--- config.mk ---
export PLATFORM = sky130hd
export DESIGN_NAME = ptc_capture
export DESIGN_NICKNAME = d
export VERILOG_FILES = /design/src/ptc_capture.v
export VERILOG_INCLUDE_DIRS = /design/src
export SDC_FILE = /design/constraint.sdc
export NUM_CORES = 1
export LEC_CHECK = 0
export BUFFER_PORTS_ARGS = -buffer_cell sky130_fd_sc_hd__buf_4
export CAP_MARGIN = 30
export CORE_MARGIN = 2
export CORE_UTILIZATION = 64
export CTS_BUF_LIST = sky130_fd_sc_hd__clkbuf_4
export CTS_CLUSTER_SIZE = 10
export DETAILED_ROUTE_END_ITERATION = 6
export PLACE_DENSITY = 0.89
export SLEW_MARGIN = 40
export SYNTH_ARGS = -nofsm -noshare
export SYNTH_HDL_FRONTEND = slang
export SYNTH_SLANG_ARGS = --single-unit
--- constraint.sdc ---
create_clock -name clk_in -period 3.9 [get_ports clk_in]
set_input_delay 0 -clock clk_in [delete_from_list [all_inputs] [get_ports clk_in]]
set_output_delay 0 -clock clk_in [all_outputs]
set_load 0.01 [all_outputs]
--- src/ptc_consts.vh ---
// Behaviour
// - Start edge select: 0 arms on falling, 1 on rising, others reserved.
// - After the start edge, each alternating segment fills one slot.
// - Overlong segment stores 65535; the following slot still holds a valid width.
// - Before capture every buffer slot is filled with marker 65534.
// - Widths count ticks, one per clock by default, lengthened by prescale.
// - Nonzero timeout N ends capture after N*65536 ticks; zero disables it.
// - Capture runs until count stored, timeout, or abort, then reports done.
// - Capture pin selectable; default pin used unless one is named.
`ifndef PTC_CONSTS_VH
`define PTC_CONSTS_VH
`define PTC_W 16
`define PTC_SAT 16'hFFFF
`define PTC_MARK 16'hFFFE
`define PTC_EDGE_FALL 8'h00
`define PTC_EDGE_RISE 8'h01
`define PTC_TMO_TICKS 17'h10000
`define PTC_MIN_SEG_CYC 300
`endif

--- src/ptc_capture.v ---
`timescale 1ns/1ps
`include "ptc_consts.vh"
module ptc_capture
#(
  parameter NPINS     = 4,
  parameter SELW      = 2,
  parameter DEPTH     = 16,
  parameter AW        = 4,
  parameter DEF_PIN   = 0
)
(
  input  wire             clk_in,
  input  wire             rst_in,
  input  wire [NPINS-1:0] pins_in,
  input  wire             start_in,
  input  wire             abort_in,
  input  wire             use_pin_in,
  input  wire [SELW-1:0]  pin_sel_in,
  input  wire [7:0]       edge_flags_in,
  input  wire [AW:0]      count_in,
  input  wire [15:0]      timeout_in,
  input  wire [7:0]       tick_prescale_select_in,
  input  wire [AW-1:0]    rd_addr_in,
  output reg  [15:0]      rd_data_out,
  output reg  [AW:0]      stored_out,
  output wire             busy_out,
  output reg              done_out,
  output reg              timed_out_out,
  output reg              bad_flags_out
);
  // ---------------------------------------------------------------
  // States
  // ---------------------------------------------------------------
  localparam ST_IDLE = 2'b00;
  localparam ST_FILL = 2'b01;
  localparam ST_ARM  = 2'b10;
  localparam ST_RUN  = 2'b11;

  reg  [15:0]      buf_mem [0:DEPTH-1];
  reg  [1:0]       state;
  reg  [AW:0]      fill_idx;
  reg  [AW:0]      cnt;
  reg  [SELW-1:0]  sel;
  reg              want_rise;
  reg  [15:0]      tmo_n;
  reg  [7:0]       pre_cnt;
  reg  [15:0]      timer;
  reg  [15:0]      last_ts;
  reg              ovf;
  reg  [16:0]      tmo_lo;
  reg  [15:0]      tmo_hi;
  reg  [NPINS-1:0] s1;
  reg  [NPINS-1:0] s2;
  reg  [NPINS-1:0] s3;
  reg              lvl;
  wire             tick;
  wire             cur;
  wire             edge_seen;
  wire [15:0]      diff;
  wire [15:0]      width;

  assign busy_out = (state != ST_IDLE);
  // ---------------------------------------------------------------
  // Input synchroniser, pin select and edge detect
  // ---------------------------------------------------------------
  always @(posedge clk_in)
  begin
    s1 <= pins_in;
    s2 <= s1;
    s3 <= s2;
  end

  assign cur = s2[sel];
  // A change counts only once stages two and three agree
  assign edge_seen = (cur == s3[sel]) && (s3[sel] != lvl);

  // ---------------------------------------------------------------
  // Tick generation and free-running timer
  // ---------------------------------------------------------------
  assign tick = (pre_cnt >= tick_prescale_select_in);

  always @(posedge clk_in)
  begin
    if (rst_in)
    begin
      pre_cnt <= 8'h00;
      timer   <= 16'h0000;
    end
    else if (tick)
    begin
      pre_cnt <= 8'h00;
      timer   <= timer + 16'h0001;
    end
    else
    begin
      pre_cnt <= pre_cnt + 8'h01;
    end
  end

  // Widths are stamp differences, so the timer may wrap freely
  // and the fixed edge-detect delay cancels out of every width
  assign diff  = timer - last_ts;
  assign width = ovf ? `PTC_SAT : diff;

  // ---------------------------------------------------------------
  // Control
  // ---------------------------------------------------------------
  always @(posedge clk_in)
  begin
    rd_data_out <= buf_mem[rd_addr_in];
    if (rst_in)
    begin
      state         <= ST_IDLE;
      fill_idx      <= {(AW+1){1'b0}};
      cnt           <= {(AW+1){1'b0}};
      sel           <= DEF_PIN[SELW-1:0];
      want_rise     <= 1'b0;
      tmo_n         <= 16'h0000;
      last_ts       <= 16'h0000;
      ovf           <= 1'b0;
      tmo_lo        <= 17'h00000;
      tmo_hi        <= 16'h0000;
      lvl           <= 1'b0;
      stored_out    <= {(AW+1){1'b0}};
      done_out      <= 1'b0;
      timed_out_out <= 1'b0;
      bad_flags_out <= 1'b0;
    end
    else
    begin
      done_out <= 1'b0;
      case (state)
        ST_IDLE:
        begin
          lvl <= s3[sel];
          if (start_in)
          begin
            bad_flags_out <= (edge_flags_in != `PTC_EDGE_FALL) &&
                             (edge_flags_in != `PTC_EDGE_RISE);
            sel       <= use_pin_in ? pin_sel_in : DEF_PIN[SELW-1:0];
            want_rise <= (edge_flags_in == `PTC_EDGE_RISE);
            cnt       <= (count_in > DEPTH[AW:0]) ? DEPTH[AW:0] : count_in;
            tmo_n     <= timeout_in;
            fill_idx  <= {(AW+1){1'b0}};
            stored_out    <= {(AW+1){1'b0}};
            timed_out_out <= 1'b0;
            state     <= ST_FILL;
          end
        end
        ST_FILL:
        begin
          buf_mem[fill_idx[AW-1:0]] <= `PTC_MARK;
          fill_idx <= fill_idx + {{AW{1'b0}}, 1'b1};
          lvl      <= s3[sel];
          tmo_lo   <= 17'h00000;
          tmo_hi   <= 16'h0000;
          if (fill_idx == DEPTH[AW:0] - {{AW{1'b0}}, 1'b1})
            state <= (cnt == {(AW+1){1'b0}}) ? ST_IDLE : ST_ARM;
          if (abort_in || (fill_idx == DEPTH[AW:0] - {{AW{1'b0}}, 1'b1}
              && cnt == {(AW+1){1'b0}}))
          begin
            state    <= ST_IDLE;
            done_out <= 1'b1;
          end
        end
        default:
        begin
          if (tick && tmo_n != 16'h0000)
          begin
            if (tmo_lo == `PTC_TMO_TICKS - 17'h00001)
            begin
              tmo_lo <= 17'h00000;
              tmo_hi <= tmo_hi + 16'h0001;
            end
            else
              tmo_lo <= tmo_lo + 17'h00001;
          end
          // Flag a segment that outgrows sixteen bits before it wraps
          if (state == ST_RUN && tick && diff == `PTC_SAT)
            ovf <= 1'b1;
          if (edge_seen)
          begin
            lvl <= s3[sel];
            if (state == ST_ARM)
            begin
              if (s3[sel] == want_rise)
              begin
                last_ts <= timer;
                ovf     <= 1'b0;
                state   <= ST_RUN;
              end
            end
            else
            begin
              buf_mem[stored_out[AW-1:0]] <= width;
              stored_out <= stored_out + {{AW{1'b0}}, 1'b1};
              last_ts    <= timer;
              ovf        <= 1'b0;
              if (stored_out + {{AW{1'b0}}, 1'b1} == cnt)
              begin
                state    <= ST_IDLE;
                done_out <= 1'b1;
              end
            end
          end
          if (tmo_n != 16'h0000 && tmo_hi == tmo_n)
          begin
            state         <= ST_IDLE;
            done_out      <= 1'b1;
            timed_out_out <= 1'b1;
          end
          else if (abort_in)
          begin
            state    <= ST_IDLE;
            done_out <= 1'b1;
          end
        end
      endcase
    end
  end
endmodule

==> results of run 1 <==
[logic make-up (layout without fill, tap and decap cells)]
kind of cell,Yosys count,in the layout,synth area share (%)
flip-flops,398,398,62.10
XOR/XNOR,56,56,2.892
AND/OR/NAND/NOR,368,368,10.83
buffers and inverters,102,422,2.428
adder cells (fa/ha/maj),36,36,2.701
multiplexers,93,93,11.55
other,0,1,0
AO/OA/AOI/OAI,207,207,7.504
[power by group through the flow]
stage          combinational, uW  clock (uW)  sequential (uW)
2_1_floorplan               1000           0             4870
3_3_place_gp                1380           0             4890
3_5_place_dp                1440           0             4900
4_1_cts                     1610        3480             4810
5_1_grt                     1840        3710             4840
6_report                    1740        3490             4830
[registers in the layout (all words and copies together), names as in the netlist, 5 cells and up]
register	flops
timer	16
tmo_lo	17
fill_idx	5
pre_cnt	8
rd_data_out	16
buf_mem	256
tmo_n	16
last_ts	16
stored_out	5
cnt	5
tmo_hi	16
[critical path: stages (launching register included)]
cell and delay (ns):
dfxtp_1 0.45, inv_1 0.20, ha_1 0.18, buf_4 0.22
inv_1 0.08, nor2_1 0.14, buf_4 0.27, nand2_1 0.09
nor4_1 0.36, a22oi_1 0.17, dlygate4sd3_1 0.61, nor2_1 0.12
dlygate4sd3_1 0.59
[cells in the mapped netlist, drive strengths merged, types with 9 or more instances]
cell type	n
nor3b	10
nor4	18
a21o	12
mux4	82
nor3	16
ha	35
nor2	108
mux2i	10
clkbuf	35
or4	9
a21oi	87
or3	21
dfxtp	142
xnor2	31
edfxtp	256
nand4	16
nand3	30
nand2b	17
buf	22
xor2	25
inv	45
a31oi	15
o21ai	39
and3	13
nand2	89
[per-stage QoR]
step | utilization (%) | instances | hold slack, ns
3_5_place_dp | 68.90 | 1644 | 0.1056
6_report | 77.51 | 1916 | 0.08938
5_1_grt | 77.51 | 1916 | 0.08168
4_1_cts | 77.49 | 1915 | 0.06003
2_1_floorplan | - | 1260 | 0.02772
3_3_place_gp | 68.86 | 1644 | 0.1043
[layout make-up]
cell class	instances	area (sq um)	share of cell area (%)
Timing Repair Buffer	204	1797	8.895
Inverter	45	168.9	0.8362
Sequential cell	398	10530	52.13
Tap cell	335	419.2	2.075
Multi-Input combinational cell	760	6025	29.83
Clock buffer	146	1096	5.426
Clock inverter	27	161.4	0.7991
Antenna cell	1	2.502	0.01239
[worst max-delay path by stage]
stage	from	to	slack, ns
after floorplan	state[1]	buf_mem[7][0]	0.65
after global placement	pre_cnt[0]	tmo_lo[0]	0.86
after detailed placement	state[1]	buf_mem[14][0]	0.65
after CTS	state[1]	buf_mem[14][12]	0.54
after global routing	state[1]	want_rise	0.18
final	state[1]	want_rise	0.37
[what timing repair did]
action | CTS | global route
hold buffers | 98 | 0
endpoints found under the hold margin | 76 | 0
setup buffers | 0 | 0
[metal layers]
metal	global-route usage, %	up-vias	part of all wire (%)
li1	-	5333	-
met1	37.35	5866	35
met2	55.80	839	51
met3	6.226	241	7.9
met4	17.62	2	5.7
met5	0	-	0.029
==> results.json, run 1 <==
{
  "worstPathArrival_ns": 4.27,
  "layout_min_cycle_time_ns": 3.527,
  "cts_sinks": 398,
  "vias": 12281,
  "rr_startpoint": "state[1]",
  "crit_fanout": 20,
  "drive_gt1_share_pct": 22.72,
  "clkPwrFrac_pct": 34.7,
  "grt_pass1_wl_um": 68710,
  "drtPass1Iterations": 7,
  "hold_viol": 0,
  "antenna_found_initial": 2,
  "design.core.area_sq_um": 26060,
  "synth_cells": 1260,
  "grt_pass1_vias": 12771,
  "cts_buffers": 95,
  "ys_top_cells_by_area": "edfxtp_1, dfxtp_1, mux4_2, ha_1, a21oi_1",
  "required_ns": 4.64,
  "p_leak_uw": 0.007188,
  "cts_root_buf": "clkbuf_4",
  "min_delay_path_depth": 3,
  "final_area_sq_um": 20200,
  "start_util_pct": 65.07,
  "dieHeight_um": 166.8,
  "ys_seq_area_share_pct": 62.10,
  "routabilityCongestion": 0.8498,
  "final_nets": 1592,
  "finalMaxSlewViolations": 0,
  "clk_path_buf_depth": 3,
  "cts_tree": "yes",
  "yosys.area.top_type": "edfxtp_1",
  "die_x_um": 166.8,
  "die_area_sq_um": 27810,
  "routedWlPerCell_um": 23.20,
  "io_buffers": 76,
  "p_int_uw": 7147,
  "layout_common_cells": "edfxtp_1, clkbuf_4, dfxtp_1",
  "rsz0062_at_grt": "no",
  "p_sw_share_pct": 28.99,
  "cap_violations": 0,
  "vias_per_cell": 6.410,
  "clock_skew_ns": 0.1013,
  "synth_warnings": 0,
  "p_seq_share_pct": 48.0,
  "startpoint_type": "register",
  "r2r_end": "want_rise",
  "power_density_nw_per_um2": 498.3,
  "cts.repair.resized": 0,
  "tightest_slew_ns": 0.7813,
  "routed_wl_um": 44450,
  "grt_max_degree": 84,
  "ff2ff_setup_slack_ns": 0.37,
  "syn-cell-area_sq_um": 16960,
  "synth_seq_cells": 398,
  "min_to": "rd_data_out[3]",
  "r2r_cells": 12,
  "worstSetupPathType": "register to register",
  "finalSetupTns_ns": 0,
  "drc_errors": 0,
  "comb_power_share_pct": 17.3,
  "synthArstFlopShare_pct": 0,
  "drt_iter0_markers": 1344,
  "status": "finished clean",
  "syn_to_final_growth_pct": 19.12,
  "finalSetupViolCount": 0,
  "ant_nets": 0,
  "synth-main-ff-cell": "edfxtp_1",
  "clk_latency_ns": 0.80,
  "syn_nets": 1348,
  "fin_crit_sh_pct": 90.44,
  "setup_ws_ns": 0.3728,
  "dp_hpwl_um": 23350,
  "worstSetupEndpointType": "register",
  "max_freq_mhz": 283.5,
  "num_rows": 59,
  "relSlewSlack_pct": 47.88,
  "post-place-ws_ns": 0.6492,
  "synth_top_area_share_pct": 45.33,
  "synth.avg_cell_area_sq_um": 13.46,
  "ctsHtreeMaxLevel": 3,
  "min_from": "rd_addr_in[1]",
  "overflow": 0,
  "final_common_cell": "edfxtp_1",
  "power.switching_uw": 2919,
  "hold_path.class": "input port to register",
  "power_uw": 10070,
  "clk_pin_slew_ns": 0.09,
  "io_pins": 77,
  "nFillCells": 1354,
  "placed_cell_area_sq_um": 17950,
  "synth_cell_types": 72,
  "synth_edf_count": 256,
  "track_usage_pct": 31.96,
  "ir_drop_mv": 0.3680
}
Power figures use the tool's default switching activity.
==> inputs of run 2 (changes only) <==
Settings changed: RECOVER_POWER set to 50.
==> results.json, run 2 (synthesis results as in run 1) <==
{
  "clk_latency_ns": 0.80,
  "cts_sinks": 398,
  "drc_errors": 0,
  "grt_max_degree": 84,
  "setup_ws_ns": 0.3315,
  "syn_to_final_growth_pct": 18.20,
  "hold_viol": 0,
  "layout_common_cells": "edfxtp_1, clkbuf_4, dfxtp_1",
  "final_common_cell": "edfxtp_1",
  "ant_nets": 0,
  "clk_pin_slew_ns": 0.08,
  "dp_hpwl_um": 23350,
  "r2r_end": "buf_mem[14][12]",
  "dieHeight_um": 166.8,
  "die_area_sq_um": 27810,
  "start_util_pct": 65.07,
  "cts.repair.resized": 0,
  "fin_crit_sh_pct": 91.50,
  "grt_pass1_wl_um": 68710,
  "routabilityCongestion": 0.8498,
  "rsz0062_at_grt": "no",
  "required_ns": 4.29,
  "num_rows": 59,
  "post-place-cells": 1644,
  "ctsHtreeMaxLevel": 3,
  "die_x_um": 166.8,
  "crit_fanout": 17,
  "finalSetupViolCount": 0,
  "finalNonFillerCells": 1916,
  "design.core.area_sq_um": 26060,
  "tightest_slew_ns": 1.056,
  "clock_skew_ns": 0.1067,
  "placed_cell_area_sq_um": 17950,
  "worstSetupPathType": "register to register",
  "vias": 12238,
  "max_freq_mhz": 280.2,
  "power_density_nw_per_um2": 498.1,
  "cp_top_family": "simple AND/OR/NAND/NOR gates",
  "overflow": 0,
  "finalMaxSlewViolations": 0,
  "rr_startpoint": "state[1]",
  "cap_violations": 0,
  "drtPass1Iterations": 6,
  "ir_drop_mv": 0.3638,
  "post-place-ws_ns": 0.6492,
  "io_pins": 77,
  "drive_gt1_share_pct": 20.57,
  "cts_root_buf": "clkbuf_4",
  "grt_pass1_vias": 12771,
  "clk_path_buf_depth": 3,
  "track_usage_pct": 31.96,
  "routedWlPerCell_um": 23.14,
  "crit_chain": "inv_1, ha_1, or2_0, nor2_1, nand3_2, nor2_1, a32oi_1, nor2_1, buf_4",
  "startpoint_type": "register",
  "cts_tree": "yes",
  "vias_per_cell": 6.387,
  "cp_slowest_cell": "dfxtp_1",
  "ff2ff_setup_slack_ns": 0.33,
  "path_buf_inv": 2,
  "drt_iter0_markers": 1249,
  "worstPathArrival_ns": 3.96,
  "status": "finished clean",
  "cts_buffers": 95,
  "p_leak_uw": 0.007057,
  "antenna_found_initial": 2,
  "hold_path.class": "input port to register",
  "io_buffers": 76,
  "final_nets": 1592,
  "utilization_pct": 76.92,
  "min_delay_path_depth": 3,
  "finalSetupTns_ns": 0,
  "min_from": "rd_addr_in[1]",
  "layout_min_cycle_time_ns": 3.569,
  "r2r_cells": 9,
  "routed_wl_um": 44340,
  "max_stage_delay_ns": 0.60,
  "final_area_sq_um": 20040,
  "crit_top_cell": "nor2_1",
  "relSlewSlack_pct": 28.84,
  "largest_reg_flops": 256,
  "worstSetupEndpointType": "register",
  "min_to": "rd_data_out[3]"
}
==> run 2: worst max path at each step <==
stage,startpoint,endpoint,slack (ns),depth (start not counted)
floorplan,state[1],buf_mem[7][0],0.65,12
global placement,pre_cnt[0],tmo_lo[0],0.86,10
detailed placement,state[1],buf_mem[14][0],0.65,9
CTS,state[1],buf_mem[14][12],0.54,9
global route,state[1],buf_mem[14][12],0.17,9
finish,state[1],buf_mem[14][12],0.33,9
==> run 2: routing by layer <==
| layer | global-route usage, % | wire length, um |
|---|---|---|
| met1 | 37.35 | 15880 |
| met2 | 55.80 | 22580 |
| met3 | 6.226 | 3339 |
| met4 | 17.62 | 2523 |
| met5 | 0 | 13 |
==> run 2: layout make-up <==
cell class,instances,area [sq um]
multi-input combinational,760,6015
antenna,1,2.502
clock inverter,27,161.4
inverter,45,168.9
clock buffer,146,1096
sequential,398,10530
fill,1402,6015
timing repair buffer,204,1652
tap,335,419.2
==> run 2: tightest hold or removal path, cell delays in order <==
cell and delay [ns]:
buf_6 0.27, mux4_2 0.30, mux4_2 0.22
==> run 2: report_power, final <==
group | leakage (uW) | total (uW) | switching, uW | internal (uW)
combinational | 0.00288 | 1670 | 1060 | 610
clock | 0.000744 | 3480 | 1700 | 1780
sequential | 0.00343 | 4840 | 142 | 4690
==> run 2: what timing repair did <==
action / in CTS / in global routing
setup buffers: 0 / 0
hold buffers: 98 / 0
endpoints found under the hold margin: 76 / 0
==> run 2: stage by stage <==
step | total power, uW | hold WS (ns)
after floorplan | 5875 | 0.02772
after global placement | 6266 | 0.1043
after detailed placement | 6340 | 0.1056
after CTS | 9898 | 0.06003
after global routing | 10320 | 0.08495
final | 9984 | 0.08435
==> inputs of run 3 (changes only) <==
Settings changed: GPL_TIMING_DRIVEN set to 0.
==> results.json, run 3 (synthesis results as in run 1) <==
{
  "layout_min_cycle_time_ns": 3.861,
  "cap_violations": 0,
  "final_nets": 1600,
  "power_density_nw_per_um2": 491.6,
  "ctsHtreeMaxLevel": 3,
  "crit_fanout": 10,
  "routedWlPerCell_um": 23.05,
  "tightest_slew_ns": 1.127,
  "io_pins": 77,
  "finalMaxSlewViolations": 0,
  "die_x_um": 166.8,
  "drc_errors": 1,
  "required_ns": 4.33,
  "drive_gt1_share_pct": 21.87,
  "setup_ws_ns": 0.03943,
  "grt_pass1_vias": 12550,
  "cp_slowest_cell": "nor2_4",
  "syn_to_final_growth_pct": 18.93,
  "die_area_sq_um": 27810,
  "grt_pass1_wl_um": 68210,
  "hold_viol": 0,
  "clk_path_buf_depth": 3,
  "clkPwrFrac_pct": 35.0,
  "start_util_pct": 65.07,
  "relSlewSlack_pct": 24.87,
  "fin_crit_sh_pct": 98.99,
  "drtPass1Iterations": 7,
  "final_common_cell": "edfxtp_1",
  "status": "finished, violations left",
  "violations": "DRC",
  "p_seq_share_pct": 48.5,
  "cts_root_buf": "clkbuf_4",
  "largest_reg_flops": 256,
  "worstPathArrival_ns": 4.29,
  "ant_nets": 0,
  "routabilityCongestion": 0.9088,
  "cts_sinks": 398,
  "startpoint_type": "register",
  "ir_drop_mv": 0.3448,
  "num_rows": 59,
  "dieHeight_um": 166.8,
  "crit_top_cell": "clkbuf_1",
  "io_buffers": 72,
  "layout_common_cells": "edfxtp_1, clkbuf_4, dfxtp_1",
  "vias_per_cell": 6.309,
  "routed_wl_um": 44320,
  "power.switching_uw": 2903,
  "overflow": 0,
  "power_uw": 9916,
  "p_sw_share_pct": 29.28,
  "comb_power_share_pct": 16.5,
  "post-place-ws_ns": -0.05103,
  "clk_pin_slew_ns": 0.08,
  "finalSetupViolCount": 0,
  "path_buf_inv": 6,
  "design.core.area_sq_um": 26060,
  "max_stage_delay_ns": 0.40,
  "max_freq_mhz": 259.0,
  "finalNonFillerCells": 1923,
  "dp_hpwl_um": 26270,
  "worstSetupEndpointType": "register",
  "cp_top_family": "buffers and inverters",
  "cts_tree": "yes",
  "grt_max_degree": 17,
  "drt_iter0_markers": 1343,
  "cts_buffers": 95,
  "p_int_uw": 7013,
  "clk_latency_ns": 0.80,
  "post-place-cells": 1682,
  "vias": 12132,
  "track_usage_pct": 31.97,
  "p_leak_uw": 0.006999,
  "clock_skew_ns": 0.09471,
  "finalSetupTns_ns": 0,
  "hold_path.class": "input port to register",
  "antenna_found_initial": 1,
  "crit_chain": "clkbuf_1, inv_1, ha_1, clkbuf_1, or2_1, clkbuf_1, nor2_1, nand3_2, buf_4, nor2_1, a31oi_2, nor2_4, buf_8",
  "utilization_pct": 77.39,
  "worstSetupPathType": "register to register"
}
==> run 3: cell types whose count changed in the layout (fill, tap and decap cells not counted), moves of 8 or more <==
cell and change:
nor2_1 -14, buf_8 +9, clkbuf_1 +39, nor2_4 +14, buf_2 +10, buf_4 -13
clkbuf_2 -8, dlygate4sd3_1 -34
==> run 3: layout make-up <==
cell class,count,area (sq um)
flip-flops and latches,398,10530
multi-input cells,760,6160
fillers,1456,5891
repair buffers,155,1406
clock buffers,143,1074
well taps,335,419.2
plain buffers,57,230.2
clock inverters,29,177.7
inverters,45,168.9
diodes,1,2.502
==> run 3: repair_timing <==
item | in CTS | in global routing
setup buffers | 0 | 3
hold buffers | 64 | 0
gates resized for setup | 1 | 1
hold endpoints to repair | 61 | 0
pin swaps | 0 | 4
setup endpoints to repair | 12 | 27
==> run 3: path summary, 6_finish.rpt <==
kind | endpoint | from | slack [ns] | cells past startpoint
max | buf_mem[12][0] | state[1] | 0.04 | 13
min | tmo_n[14] | timeout_in[14] | 0.04 | 4
max reg2reg | buf_mem[12][0] | state[1] | 0.04 | 13
min reg2reg | s2[1] | s1[1] | 0.34 | 0
==> run 3: power by group through the flow <==
stage / registers [uW] / logic, uW / clock network [uW]
2_1_floorplan: 4870 / 1000 / 0
3_3_place_gp: 4870 / 1430 / 0
3_5_place_dp: 4880 / 1520 / 0
4_1_cts: 4790 / 1620 / 3460
5_1_grt: 4810 / 1760 / 3680
6_report: 4810 / 1640 / 3470
==> run 3: stage by stage <==
stage / instance area (sq um) / hold slack (ns)
finish: 20170 / 0.03655
global route: 20170 / 0.02824
CTS: 20230 / 0.005071
detailed placement: 18330 / 0.1056
global placement: 17920 / 0.1048
floorplan: 16960 / 0.02772
==> run 3: worst min-delay path, cell delays in order <==
cell and delay (ns):
dlygate4sd3_1 0.54, buf_4 0.13, nand2_1 0.05, a21oi_1 0.06
==> run 3: layer usage <==
metal  vias to the layer above  track usage, %  share of wire (%)
met5                         -               0                  0
met2                       721           56.74                 52
met3                       166           6.868                7.8
met4                         0           14.96                4.2
met1                      5888           37.23                 36
li1                       5357               -                  -
